[src/hdl/demag_pkg.sv]
// shared constants, carriers and state types for the demagnetisation event detector
package demag_pkg;

	// ****************************************
	// clock and timing
	// ****************************************
	localparam int CLK_MHZ            = 200;  // pclk rate
	localparam int WIN_SHORT_STEP_US  = 5;    // codes 0..7: 5 us steps
	localparam int WIN_LONG_BASE_US   = 60;   // code 8 gives 60 us
	localparam int WIN_LONG_STEP_US   = 20;   // codes 8..15: 20 us steps
	localparam int WIN_MAX_US         = 200;  // longest window
	localparam int SAMPLE_BASE_CYC    = 50;   // sampling divider unit, cycles
	localparam int WIN_W              = 16;   // blanking counter width

	// ****************************************
	// register offsets (byte addresses)
	// ****************************************
	localparam logic [7:0] ADDR_PHASE_STATE = 8'h00;
	localparam logic [7:0] ADDR_CONTROL_A   = 8'h04;
	localparam logic [7:0] ADDR_CONTROL_C   = 8'h08;
	localparam logic [7:0] ADDR_PRESCALER   = 8'h0c;
	localparam logic [7:0] ADDR_DEMAG_FILT  = 8'h10;
	localparam logic [7:0] ADDR_PARAM       = 8'h14;
	localparam logic [7:0] ADDR_POLARITY    = 8'h18;
	localparam logic [7:0] ADDR_COMMAND     = 8'h1c;
	localparam logic [7:0] ADDR_STATUS      = 8'h20;

	// ****************************************
	// field positions
	// ****************************************
	localparam int CRA_CKE   = 0;
	localparam int CRA_DAC   = 1;
	localparam int CRA_SR    = 2;
	localparam int POL_CPB   = 0;
	localparam int POL_ZVD   = 1;
	localparam int POL_VMODE = 2;
	localparam int POL_HDM   = 3;
	localparam int CMD_SWC   = 0;
	localparam int DF_LIMIT  = 0;  // demag_event_limit [3:0]
	localparam int DF_WIN    = 4;  // demag_window_len [7:4]
	localparam int ST_DFLAG  = 0;
	localparam int ST_CMP    = 1;
	localparam int ST_STATE  = 2;  // [3:2]
	localparam int ST_COUNT  = 4;  // [7:4]
	localparam int ST_SPEED  = 8;  // [10:8]

	// ****************************************
	// codes and reset values
	// ****************************************
	localparam logic [1:0] IS_A        = 2'h0;
	localparam logic [1:0] IS_B        = 2'h1;
	localparam logic [1:0] IS_C        = 2'h2;
	localparam logic [1:0] TES_POS     = 2'h0;
	localparam logic [2:0] VR_EXT      = 3'h7;
	localparam logic [3:0] WIN_RESET   = 4'hf;
	localparam logic [3:0] LIMIT_RESET = 4'h0;

	// ****************************************
	// carriers
	// ****************************************
	typedef struct packed {
		logic [1:0] input_select;
		logic       clk_enable;
		logic       dac_enable;
		logic       sensor_mode_bit;
		logic [2:0] threshold_select;
		logic [3:0] sampling_window_rate;
		logic [3:0] demag_window_len;
		logic [3:0] demag_event_limit;
		logic [1:0] sensor_type_select;
		logic       edge_polarity_bit;
		logic       zero_vs_demag_polarity;
		logic       voltage_mode;
		logic       hw_demag_en;
	} cfg_t;

	typedef struct packed {
		logic c_hw;        // hardware commutation pulse
		logic d_sim;       // simulated demagnetisation pulse
		logic z_evt;       // zero crossing accepted downstream
		logic pwm_sample;  // voltage mode sampling pulse
	} evt_in_t;

	typedef enum logic [1:0] {ST_WAIT_C, ST_BLANK, ST_FILTER, ST_WAIT_Z} det_state_t;

endpackage

[src/hdl/pin_sync.sv]
// three-stage pin synchroniser that accepts a change once stages two and three agree
`timescale 1ns/10ps
`default_nettype none
module pin_sync #(
	parameter int W = 3
) (
	input  wire logic         pclk,
	input  wire logic         presetn,
	input  wire logic [W-1:0] pin_in,
	output var  logic [W-1:0] pin_q
);
	logic [W-1:0] s1_r;
	logic [W-1:0] s2_r;
	logic [W-1:0] s3_r;
	logic [W-1:0] q_r;
	logic [W-1:0] q_nxt;

	// ****************************************
	// agreement filter
	// ****************************************
	// stage one feeds stage two only, never the filter
	always_comb begin
		for (int i = 0; i < W; i++) begin
			q_nxt[i] = (s2_r[i] == s3_r[i]) ? s3_r[i] : q_r[i];
		end
	end

	// registers of the chain
	always_ff @(posedge pclk or negedge presetn) begin
		if (!presetn) begin
			s1_r <= '0;
			s2_r <= '0;
			s3_r <= '0;
			q_r  <= '0;
		end else begin
			s1_r <= pin_in;
			s2_r <= s1_r;
			s3_r <= s2_r;
			q_r  <= q_nxt;
		end
	end

	assign pin_q = q_r;
endmodule
`default_nettype wire

[src/hdl/demag_detector.sv]
// phase input stage with blanking window and consecutive demagnetisation event filter
//
// Added by the designer: the APB interface to the registers and the register addresses.
`timescale 1ns/10ps
`default_nettype none
module demag_detector #(
	parameter int CYC_PER_US  = demag_pkg::CLK_MHZ,
	parameter int SAMPLE_BASE = demag_pkg::SAMPLE_BASE_CYC
) (
	input  wire logic                pclk,
	input  wire logic                presetn,
	input  wire logic [7:0]          paddr,
	input  wire logic                psel,
	input  wire logic                penable,
	input  wire logic                pwrite,
	input  wire logic [31:0]         pwdata,
	output var  logic [31:0]         prdata,
	output var  logic                pready,
	output var  logic                pslverr,
	input  wire logic                phase_input_a,
	input  wire logic                phase_input_b,
	input  wire logic                phase_input_c,
	input  wire demag_pkg::evt_in_t  evt_in,
	output var  logic                comparator_on,
	output var  logic [2:0]          thr_select,
	output var  logic                ext_threshold_sel,
	output var  logic                d_event,
	output var  logic                z_detect_enable,
	output var  logic                zc_sample,
	output var  logic [2:0]          speed_inputs
);
	// ****************************************
	// elaboration checks
	// ****************************************
	if (CYC_PER_US < 1 || CYC_PER_US * demag_pkg::WIN_MAX_US > 65535) begin : g_bad_rate
		$error("CYC_PER_US out of range");
	end
	if (SAMPLE_BASE < 1 || SAMPLE_BASE > 4096) begin : g_bad_base
		$error("SAMPLE_BASE out of range");
	end

	// ****************************************
	// declarations
	// ****************************************
	demag_pkg::cfg_t       cfg_r, cfg_nxt;
	demag_pkg::det_state_t state_r, state_nxt;
	logic [31:0]           prdata_r, prdata_nxt;
	logic                  pready_r, pready_nxt;
	logic                  pslverr_r, pslverr_nxt;
	logic                  swc_r, swc_nxt;
	logic                  d_flag_r, d_flag_nxt;
	logic [2:0]            phase_q;
	logic [15:0]           div_r, div_nxt;
	logic                  tick;
	logic                  cmp_on_r, cmp_on_nxt;
	logic                  cmp_level;
	logic                  zc_r, zc_nxt;
	logic [demag_pkg::WIN_W-1:0] win_r, win_nxt, win_cycles;
	logic [3:0]            count_r, count_nxt;
	logic                  d_pulse_r, d_pulse_nxt;
	logic                  zen_r, zen_nxt;
	logic [2:0]            speed_r, speed_nxt;
	logic                  ext_r, ext_nxt;
	logic                  det_active, c_evt, d_level, d_match, access, done, mapped;

	// ****************************************
	// pin synchronisation
	// ****************************************
	pin_sync #(.W(3)) u_sync (
		.pclk    (pclk),
		.presetn (presetn),
		.pin_in  ({phase_input_c, phase_input_b, phase_input_a}),
		.pin_q   (phase_q)
	);

	// ****************************************
	// apb slave and registers
	// ****************************************
	// one wait state so read data comes from a flop
	always_comb begin
		access      = psel && penable && !pready_r;
		done        = psel && penable && pready_r;
		mapped      = (paddr <= demag_pkg::ADDR_STATUS) && (paddr[1:0] == 2'h0);
		pready_nxt  = access;
		pslverr_nxt = access && !mapped;
		prdata_nxt  = prdata_r;
		cfg_nxt     = cfg_r;
		swc_nxt     = 1'b0;
		d_flag_nxt  = d_flag_r;
		if (access) begin
			prdata_nxt = 32'h0000_0000;
			case (paddr)
				demag_pkg::ADDR_PHASE_STATE: prdata_nxt[1:0] = cfg_r.input_select;
				demag_pkg::ADDR_CONTROL_A: begin
					prdata_nxt[demag_pkg::CRA_CKE] = cfg_r.clk_enable;
					prdata_nxt[demag_pkg::CRA_DAC] = cfg_r.dac_enable;
					prdata_nxt[demag_pkg::CRA_SR]  = cfg_r.sensor_mode_bit;
				end
				demag_pkg::ADDR_CONTROL_C: prdata_nxt[2:0] = cfg_r.threshold_select;
				demag_pkg::ADDR_PRESCALER: prdata_nxt[3:0] = cfg_r.sampling_window_rate;
				demag_pkg::ADDR_DEMAG_FILT: begin
					prdata_nxt[demag_pkg::DF_LIMIT +: 4] = cfg_r.demag_event_limit;
					prdata_nxt[demag_pkg::DF_WIN +: 4]   = cfg_r.demag_window_len;
				end
				demag_pkg::ADDR_PARAM: prdata_nxt[1:0] = cfg_r.sensor_type_select;
				demag_pkg::ADDR_POLARITY: begin
					prdata_nxt[demag_pkg::POL_CPB]   = cfg_r.edge_polarity_bit;
					prdata_nxt[demag_pkg::POL_ZVD]   = cfg_r.zero_vs_demag_polarity;
					prdata_nxt[demag_pkg::POL_VMODE] = cfg_r.voltage_mode;
					prdata_nxt[demag_pkg::POL_HDM]   = cfg_r.hw_demag_en;
				end
				demag_pkg::ADDR_STATUS: begin
					prdata_nxt[demag_pkg::ST_DFLAG]     = d_flag_r;
					prdata_nxt[demag_pkg::ST_CMP]       = cmp_level;
					prdata_nxt[demag_pkg::ST_STATE +: 2] = state_r;
					prdata_nxt[demag_pkg::ST_COUNT +: 4] = count_r;
					prdata_nxt[demag_pkg::ST_SPEED +: 3] = speed_r;
				end
				default: prdata_nxt = 32'h0000_0000;
			endcase
		end
		if (done && pwrite) begin
			case (paddr)
				demag_pkg::ADDR_PHASE_STATE: cfg_nxt.input_select = pwdata[1:0];
				demag_pkg::ADDR_CONTROL_A: begin
					cfg_nxt.clk_enable      = pwdata[demag_pkg::CRA_CKE];
					cfg_nxt.dac_enable      = pwdata[demag_pkg::CRA_DAC];
					cfg_nxt.sensor_mode_bit = pwdata[demag_pkg::CRA_SR];
				end
				demag_pkg::ADDR_CONTROL_C: cfg_nxt.threshold_select = pwdata[2:0];
				demag_pkg::ADDR_PRESCALER: cfg_nxt.sampling_window_rate = pwdata[3:0];
				demag_pkg::ADDR_DEMAG_FILT: begin
					cfg_nxt.demag_event_limit = pwdata[demag_pkg::DF_LIMIT +: 4];
					cfg_nxt.demag_window_len  = pwdata[demag_pkg::DF_WIN +: 4];
				end
				demag_pkg::ADDR_PARAM: cfg_nxt.sensor_type_select = pwdata[1:0];
				demag_pkg::ADDR_POLARITY: begin
					cfg_nxt.edge_polarity_bit      = pwdata[demag_pkg::POL_CPB];
					cfg_nxt.zero_vs_demag_polarity = pwdata[demag_pkg::POL_ZVD];
					cfg_nxt.voltage_mode           = pwdata[demag_pkg::POL_VMODE];
					cfg_nxt.hw_demag_en            = pwdata[demag_pkg::POL_HDM];
				end
				demag_pkg::ADDR_COMMAND: swc_nxt = pwdata[demag_pkg::CMD_SWC];
				demag_pkg::ADDR_STATUS: if (pwdata[demag_pkg::ST_DFLAG]) d_flag_nxt = 1'b0;
				default: swc_nxt = 1'b0;
			endcase
		end
		if (d_pulse_nxt) d_flag_nxt = 1'b1; // set beats clear
	end

	// register file flops
	always_ff @(posedge pclk or negedge presetn) begin
		if (!presetn) begin
			cfg_r                   <= '0;
			cfg_r.demag_window_len  <= demag_pkg::WIN_RESET;
			cfg_r.demag_event_limit <= demag_pkg::LIMIT_RESET;
			cfg_r.hw_demag_en       <= 1'b1;
			prdata_r                <= 32'h0000_0000;
			pready_r                <= 1'b0;
			pslverr_r               <= 1'b0;
			swc_r                   <= 1'b0;
			d_flag_r                <= 1'b0;
		end else begin
			cfg_r     <= cfg_nxt;
			prdata_r  <= prdata_nxt;
			pready_r  <= pready_nxt;
			pslverr_r <= pslverr_nxt;
			swc_r     <= swc_nxt;
			d_flag_r  <= d_flag_nxt;
		end
	end

	// ****************************************
	// input stage and sampling
	// ****************************************
	// comparator modelled by the synchronised level of the routed phase
	always_comb begin
		cmp_on_nxt = (cfg_nxt.clk_enable || cfg_nxt.dac_enable)
			&& (cfg_nxt.sensor_type_select == demag_pkg::TES_POS);
		case (cfg_r.input_select)
			demag_pkg::IS_A: cmp_level = cmp_on_r && phase_q[0];
			demag_pkg::IS_B: cmp_level = cmp_on_r && phase_q[1];
			demag_pkg::IS_C: cmp_level = cmp_on_r && phase_q[2];
			default:         cmp_level = 1'b0;
		endcase
		// speed sensor mode bypasses the comparator path entirely
		speed_nxt = (cfg_r.sensor_type_select != demag_pkg::TES_POS) ? phase_q : 3'h0;
		ext_nxt   = (cfg_nxt.threshold_select == demag_pkg::VR_EXT);
		tick      = (div_r == 16'h0000);
		div_nxt   = tick ? 16'(SAMPLE_BASE * (int'(cfg_r.sampling_window_rate) + 1) - 1)
			: div_r - 16'h0001;
		zc_nxt    = cmp_on_r && (cfg_r.voltage_mode ? evt_in.pwm_sample : tick);
	end

	// sampling flops
	always_ff @(posedge pclk or negedge presetn) begin
		if (!presetn) begin
			cmp_on_r <= 1'b0;
			div_r    <= 16'h0000;
			zc_r     <= 1'b0;
			speed_r  <= 3'h0;
			ext_r    <= 1'b0;
		end else begin
			cmp_on_r <= cmp_on_nxt;
			div_r    <= div_nxt;
			zc_r     <= zc_nxt;
			speed_r  <= speed_nxt;
			ext_r    <= ext_nxt;
		end
	end

	// ****************************************
	// demagnetisation event sequencer
	// ****************************************
	// window length in cycles; durations in us scaled by CYC_PER_US
	always_comb begin
		int win_us;
		win_us = 0;
		if (cfg_r.demag_window_len[3]) begin
			win_us = demag_pkg::WIN_LONG_BASE_US
				+ demag_pkg::WIN_LONG_STEP_US * int'(cfg_r.demag_window_len[2:0]);
		end else begin
			win_us = demag_pkg::WIN_SHORT_STEP_US * (int'(cfg_r.demag_window_len) + 1);
		end
		win_cycles = demag_pkg::WIN_W'(win_us * CYC_PER_US);
	end

	// next state: commutation wins while the comparator is on and restarts everything
	always_comb begin
		det_active  = cmp_on_r;
		c_evt       = evt_in.c_hw || swc_r;
		d_level     = cfg_r.zero_vs_demag_polarity ? cfg_r.edge_polarity_bit
			: !cfg_r.edge_polarity_bit;
		d_match     = (cmp_level == d_level);
		state_nxt   = state_r;
		win_nxt     = win_r;
		count_nxt   = count_r;
		d_pulse_nxt = 1'b0;
		if (!det_active) begin
			state_nxt = demag_pkg::ST_WAIT_C;
			count_nxt = 4'h0;
			win_nxt   = '0;
		end else if (c_evt) begin
			count_nxt = 4'h0;
			if (cfg_r.sensor_mode_bit) begin
				state_nxt = demag_pkg::ST_FILTER;
				win_nxt   = '0;
			end else begin
				state_nxt = demag_pkg::ST_BLANK;
				win_nxt   = win_cycles - 1'b1;
			end
		end else begin
			case (state_r)
				demag_pkg::ST_BLANK: begin
					if (evt_in.d_sim) begin
						d_pulse_nxt = 1'b1;
						state_nxt   = demag_pkg::ST_WAIT_Z;
					end else if (win_r == '0) begin
						state_nxt = demag_pkg::ST_FILTER;
					end else begin
						win_nxt = win_r - 1'b1;
					end
				end
				demag_pkg::ST_FILTER: begin
					if (evt_in.d_sim) begin
						d_pulse_nxt = 1'b1;
						state_nxt   = demag_pkg::ST_WAIT_Z;
					end else if (tick && cfg_r.hw_demag_en) begin
						if (!d_match) begin
							count_nxt = 4'h0; // only consecutive hits count
						end else if (cfg_r.sensor_mode_bit
							|| count_r == cfg_r.demag_event_limit) begin
							d_pulse_nxt = 1'b1;
							count_nxt   = 4'h0;
							state_nxt   = demag_pkg::ST_WAIT_Z;
						end else begin
							count_nxt = count_r + 4'h1;
						end
					end
				end
				demag_pkg::ST_WAIT_Z: if (evt_in.z_evt) state_nxt = demag_pkg::ST_WAIT_C;
				default: state_nxt = state_r; // wait for commutation, demag ignored
			endcase
		end
		zen_nxt = (state_nxt == demag_pkg::ST_WAIT_Z);
	end

	// sequencer flops
	always_ff @(posedge pclk or negedge presetn) begin
		if (!presetn) begin
			state_r   <= demag_pkg::ST_WAIT_C;
			win_r     <= '0;
			count_r   <= 4'h0;
			d_pulse_r <= 1'b0;
			zen_r     <= 1'b0;
		end else begin
			state_r   <= state_nxt;
			win_r     <= win_nxt;
			count_r   <= count_nxt;
			d_pulse_r <= d_pulse_nxt;
			zen_r     <= zen_nxt;
		end
	end

	// ****************************************
	// outputs
	// ****************************************
	assign prdata            = prdata_r;
	assign pready            = pready_r;
	assign pslverr           = pslverr_r;
	assign comparator_on     = cmp_on_r;
	assign thr_select        = cfg_r.threshold_select;
	assign ext_threshold_sel = ext_r;
	assign d_event           = d_pulse_r;
	assign z_detect_enable   = zen_r;
	assign zc_sample         = zc_r;
	assign speed_inputs      = speed_r;
endmodule
`default_nettype wire

[config.mk]
export PLATFORM = sky130hd
export DESIGN_NAME = demag_detector
export DESIGN_NICKNAME = d
export VERILOG_FILES = /design/src/hdl/demag_pkg.sv /design/src/hdl/pin_sync.sv /design/src/hdl/demag_detector.sv
export SDC_FILE = /design/constraint.sdc
export NUM_CORES = 1
export LEC_CHECK = 0
export ABC_CLOCK_PERIOD_IN_PS = 5700
export BUFFER_PORTS_ARGS = -buffer_cell sky130_fd_sc_hd__buf_4
export CAP_MARGIN = 10
export CORE_MARGIN = 2
export CORE_UTILIZATION = 30
export DETAILED_ROUTE_END_ITERATION = 16
export PLACE_DENSITY_LB_ADDON = 0.12
export SLEW_MARGIN = 20
export SYNTH_ARGS = -nofsm -noshare
export SYNTH_HDL_FRONTEND = slang
export SYNTH_SLANG_ARGS = --single-unit
[constraint.sdc]
create_clock -name pclk -period 5.7 [get_ports pclk]
set_input_delay 0.57 -clock pclk [delete_from_list [all_inputs] [get_ports pclk]]
set_output_delay 0.57 -clock pclk [all_outputs]
set_load 0.01 [all_outputs]
Word level (Yosys, flattened, before mapping)
Index checks and enable logic that the tools add are counted.

Bits in registers: 99. Latch bits: 0. Bits in writable memories: 0. Memory bits (read-only): 0. Input port bits: 52. Output and inout port bits: 45. Memories kept: 0.

$add $sub $neg: 8. $mul: 4. Div/mod/pow operators: 0. Order comparisons: 1. Equality and inequality tests: 25. Shifts and indexed selects: 0. Multiplexer cells: 56. Bitwise gates (word level): 0. Reductions and logical operators: 36.

Operator list (number): 16-bit 2-to-1 mux (7); 16-bit by 1-bit subtractor with 16-bit output, second input constant (3); 4-bit 2-to-1 mux (9); 8-bit by 5-bit == test with 1-bit output, second input constant (4); 16-bit zero test (2); 32-bit by 6-bit multiplier with 13-bit output, second input constant (1); 24-bit 2-to-1 mux (1); 2-bit 2-to-1 mux (11); 8-bit by 4-bit == test with 1-bit output, second input constant (2); 2-bit case mux with 8 select lines (1); 1-bit 2-to-1 mux (15); 1-bit logical AND (12); 3-bit 2-to-1 mux (4); 11-bit by 1-bit subtractor with 12-bit output, second input constant (1); 4-bit by 1-bit adder with 5-bit output, second input constant (2); 5-bit by 5-bit multiplier with 10-bit output, first input constant (1); 2-bit AND reduction (5); 6-bit by 8-bit adder with 9-bit output, first input constant (1); 9-bit 2-to-1 mux (1); 3-bit by 1-bit inequality test with 1-bit output, second input constant (3); 3-bit AND reduction (3); 2-bit == test, second input constant (4); 8-bit by 3-bit == test with 1-bit output, second input constant (1); 8-bit by 6-bit == test with 1-bit output, second input constant (1); 22 further kinds (35).

Longest topological paths before layout
Depth after elaboration: 11. Mapped depth: 21. Gate-level depth less buffers: 20.

Hierarchy
From an unflattened synthesis, not the netlist that was laid out.

Cell total of the unflattened synthesis: 714. Area, all modules: 6916.6 um^2.

Modules (own cells, without submodules): demag_detector (instances 1, cells an instance 699, area an instance 6582.6 um^2); pin_sync (instances 1, cells an instance 15, area an instance 334.1 um^2).

Worst setup path after synthesis
No wires, ideal clock.

Path type: flip-flop to flip-flop. From: register cfg_r[10] in the netlist's numbering. To: register win_r[14] in the netlist's numbering. Arrival: 5127 ps. Data required time: 5568 ps. Path slack: 441 ps. Stages on the path, launching flop included: 21. Path buffers: 1. Path through: dfstp_2 > clkbuf_1 > inv_1 > ha_1 > ha_1 > ha_1 > inv_1 > fa_1 > xor2_1 > nor2_1 > a31oi_1 > ha_1 > fa_1 > ha_1 > ha_1 > a21o_1 > a221oi_1 > xnor2_1 > nor3_1 > xor2_1 > o22ai_1.

Longest elaborated chain between the ends: 8. Elaborated cells on any way between the ends: 10. Those cells by class: add/sub (3); mul (3); mux (4).

RTL lines: start, declared (RTL line demag_detector.sv:45) `demag_pkg::cfg_t cfg_r, cfg_nxt;`; start signal, assigned (RTL line demag_detector.sv:164) `cfg_r <= cfg_nxt;`; 4-bit by 1-bit adder with 5-bit output or 3-bit by 3-bit multiplier with 6-bit output (tied branches) (RTL line demag_detector.sv:223, demag_detector.sv:221); 3-bit by 5-bit multiplier with 8-bit output or 6-bit by 8-bit adder with 9-bit output (tied branches) (RTL line demag_detector.sv:223, demag_detector.sv:221); 9-bit 2-to-1 mux * (RTL line demag_detector.sv:219) `if (cfg_r.demag_window_len[3]) begin`; 32-bit by 6-bit multiplier with 13-bit output * (RTL line demag_detector.sv:225) `win_cycles = demag_pkg::WIN_W'(win_us * CYC_PER_US);`; 16-bit by 1-bit subtractor with 16-bit output * (RTL line demag_detector.sv:250) `win_nxt = win_cycles - 1'b1;`; 16-bit 2-to-1 mux * (RTL line demag_detector.sv:245) `if (cfg_r.sensor_mode_bit) begin`; 16-bit 2-to-1 mux * (RTL line demag_detector.sv:243) `end else if (c_evt) begin`; 16-bit 2-to-1 mux * (RTL line demag_detector.sv:239) `if (!det_active) begin`; end signal, assigned (RTL line demag_detector.sv:298) `win_r <= win_nxt;`; end, declared (RTL line demag_detector.sv:58) `logic [demag_pkg::WIN_W-1:0] win_r, win_nxt, win_cycles;`.

Every way passes the cells marked *; elsewhere a longest branch is shown, timed or not. A chain may end at the register's enable or synchronous reset.

Worst setup path in the final report
Ends and elaborated chain as after synthesis.

==> results.cfg <==
[sta]
skew_ns = 0.0109
slew_headroom = 0.247
setup_viol = 0
finalMaxSlewViolations = 0
final_hold_viol_count = 0
rsz0062_at_grt = no
tightest_slew_ns = 1.10
setup-tns-final_ns = 0
period_share = 0.927
period_needed_ns = 5.28
max_freq_ghz = 0.189

[logic_synthesis]
muxShareOfSynthArea = 0.0543
synth_compound_area_frac = 0.126
synth_xor_area_frac = 0.0835
ys.flop_type = dfrtp_1
netlist.top_cell.by_area = dfrtp_1
syn_inst = 721
synth_area_sq_um = 6890
ys_async_sr_fraction = 1.00
synthSimpleGateAreaFrac = 0.174
yosys_warnings = 0
synth_area_leaders = dfrtp_1 34%, ha_1 13%, xnor2_1 5.0%
syn_area_per_cell_sq_um = 9.56
synth_fa_ha_area_frac = 0.143
synth.distinct_cells = 69
ys_seq_area_frac = 0.360
synth_top_family_by_area = simple AND/OR/NAND/NOR gates
yosysTopAreaCellShare = 0.341
synth_edf_count = 0
ys_ff_latch = 99

[critical_path]
end_kind = register
slowest_delay_ns = 0.66
criticalPathCategory = register to register
cp-start-kind = register
crit_slowest_cell = dfstp_2
worstPathCellList = inv_1, ha_1, ha_1, ha_1, inv_1, fa_1, xor2_1, nor2_1, a31oi_1, buf_4, ha_1, fa_1, ha_1, ha_1, a21o_1, a221oi_2, xnor2_1, nor3_1, xor2_1, o22ai_1
cpMostUsedCell = ha_1
r2r_cells = 20
critPathMaxFanout = 11
crit_buf_inv = 3
cp.required_ns = 5.92
cp.depth = 20
arrival_ns = 5.51
critical_path.top_delay_family = adder cells

[route]
drtPass1Iterations = 4
wl_mm = 16.7
drt_iter0_markers = 265
routed_via_density = 5.01
wl_per_cell_microns = 15.8
ant_nets = 0
vias = 5296
drc_errors = 0

[clock_tree]
cts_resized = 0
clk_path_buf_depth = 2
cts_tree = done
htreeDepth = 3
post-cts-setup-buffers = 0
postCtsHoldBufs = 0
cts_sinks = 99
clock_latency_ns = 0.36
numCtsBuffers = 9
clockRootBuffer = clkbuf_16
clkSlewWorstSetupHoldPaths_ns = 0.07

[pwr]
pwr_density_cell_nw_per_um2 = 185
clkPwrFrac = 0.432
comb_power_share = 0.075
p_seq_frac = 0.493
worst_ir_drop_vdd_mv = 0.119
p_int_uw = 1060
switching_share = 0.267
p_leak_uw = 0.00371
switchingPower_uw = 387

[die]
fp.coreArea_sq_um = 22600
die_area_sq_um = 24200
fp.dieW_microns = 156
start_util = 0.305
row_count = 55
io_pins = 97
die_y_microns = 156

[global_route]
grt_first_pass_wirelength_mm = 27.9
antenna_found_initial = 0
grt_max_degree = 59
grt_pass1_vias = 5361
grt_usage = 0.143
overflow = 0

[cells_and_area]
fin_area_sq_um = 7820
final_layout_size_suffix_gt1_frac = 0.149
area_growth_pct = 13.4
nets = 893
antenna_cells = 0

[placement]
gp_congestion = 0.787
dpl_cell_area_sq_um = 7500
dp_hpwl_mm = 12.8
port_buffers = 51

[hold_path]
hold_class = input pin to async pin

[outcome]
status = finished clean

[run]
maxCapViolCount = 0
==> cells by family after synthesis <==
logic type               count (synthesis)
AO/OA/AOI/OAI                          130
XOR/XNOR                                64
adder cells (fa/ha/maj)                 77
buffers and inverters                   83
flip-flops                              99
multiplexers                            33
other                                    1
AND/OR/NAND/NOR                        234
==> power by group through the flow <==
stage	Sequential (uW)	Combinational, uW	Clock (uW)
after global placement	728	109	0
after floorplan	727	71.0	0
after global routing	716	125	678
after CTS	714	112	649
final	714	109	626
after detailed placement	728	111	0
==> Yosys cell counts (6+ instances only) <==
| cell type | count |
|---|---|
| dfrtp_1 | 94 |
| ha_1 | 70 |
| nand2_1 | 59 |
| nor2_1 | 50 |
| inv_1 | 40 |
| xnor2_1 | 39 |
| a21oi_1 | 29 |
| o21ai_0 | 26 |
| mux2_2 | 25 |
| buf_4 | 24 |
| xor2_1 | 24 |
| nand3_1 | 22 |
| nor3_1 | 19 |
| clkbuf_1 | 17 |
| nor4_1 | 13 |
| and3_1 | 10 |
| nor2b_1 | 9 |
| a221oi_1 | 8 |
| a31oi_1 | 8 |
| a21o_1 | 7 |
| mux2i_1 | 7 |
| nand2b_1 | 7 |
| a22oi_1 | 6 |
| and2_1 | 6 |
| o22ai_1 | 6 |
| o31ai_1 | 6 |
| or3_1 | 6 |
| or4_1 | 6 |
==> area by class of cell <==
type                       instances  area [sq um]
clock inverter                     7          81.3
inverter                          41           154
sequential                        99          2480
tap                              285           357
multi-input combinational        559          4090
timing repair buffer              57           428
clock buffer                       9           225
fill                            2318         14800
==> routing by layer <==
layer,track usage,part of all wire,routed length [microns],vias up
li1,-,-,-,2630
met1,0.199,0.49,8150,2578
met2,0.232,0.47,7880,78
met3,0.0233,0.030,503,10
met4,0.0380,0.010,170,0
met5,0,0,0,-
==> worst register-to-register path, cell delays in order, from the launching register on <==
cell      delay (ns)
dfstp_2         0.66
inv_1           0.11
ha_1            0.35
ha_1            0.29
ha_1            0.16
inv_1           0.05
fa_1            0.37
xor2_1          0.17
nor2_1          0.09
a31oi_1         0.05
buf_4           0.18
ha_1            0.32
fa_1            0.46
ha_1            0.31
ha_1            0.35
a21o_1          0.19
a221oi_2        0.32
xnor2_1         0.18
nor3_1          0.25
xor2_1          0.18
o22ai_1         0.09
==> sequential cells by signal, summed over array words and instances (netlist names) <==
signal and cells:
cfg_r 23, comparator_on 1, count_r 4, d_event 1, d_flag_r 1, div_r 16
ext_threshold_sel 1, prdata 11, pready 1, pslverr 1, speed_inputs 3, state_r 2
swc_r 1, thr_select 3, u_sync.pin_q 3, u_sync.s1_r 3, u_sync.s2_r 3, u_sync.s3_r 3
win_r 16, z_detect_enable 1, zc_sample 1
==> worst paths after layout <==
path	startpoint	to	slack, ns
max	cfg_r[10]	win_r[14]	0.42
min	presetn	z_detect_enable	0.20
max reg2reg	cfg_r[10]	win_r[14]	0.42
min reg2reg	u_sync.s1_r[2]	u_sync.s2_r[2]	0.36
max in group asynchronous	presetn	u_sync.pin_q[0]	4.34
min in group pclk	phase_input_c	u_sync.s1_r[2]	0.31
==> placed cells by master, fill, tap and decap left out, drive strengths merged, types with 9 or more instances in the layout <==
cell type,Yosys,routed
clkbuf,17,9
and3,10,10
nor2b,9,9
xor2,24,24
conb,1,21
nand2,59,59
a21oi,29,29
mux2,25,25
inv,40,43
nor2,50,50
dfrtp,94,94
nor3,19,19
o21ai,26,26
xnor2,39,39
buf,25,57
nor4,13,13
nand3,22,22
ha,70,70
==> per-stage QoR <==
step / setup slack, ns / util / power, uW / std cells / hold WS [ns]
2_1_floorplan: 0.441 / - / 798 / 741 / 0.274
3_3_place_gp: 0.345 / 0.332 / 837 / 1041 / 0.336
6_report: 0.417 / 0.346 / 1450 / 1057 / 0.203
3_5_place_dp: 0.315 / 0.332 / 839 / 1041 / 0.340
4_1_cts: 0.269 / 0.346 / 1480 / 1057 / 0.231
5_1_grt: 0.0177 / 0.346 / 1520 / 1057 / 0.261
Note: power is estimated with default switching activity, not from simulation.
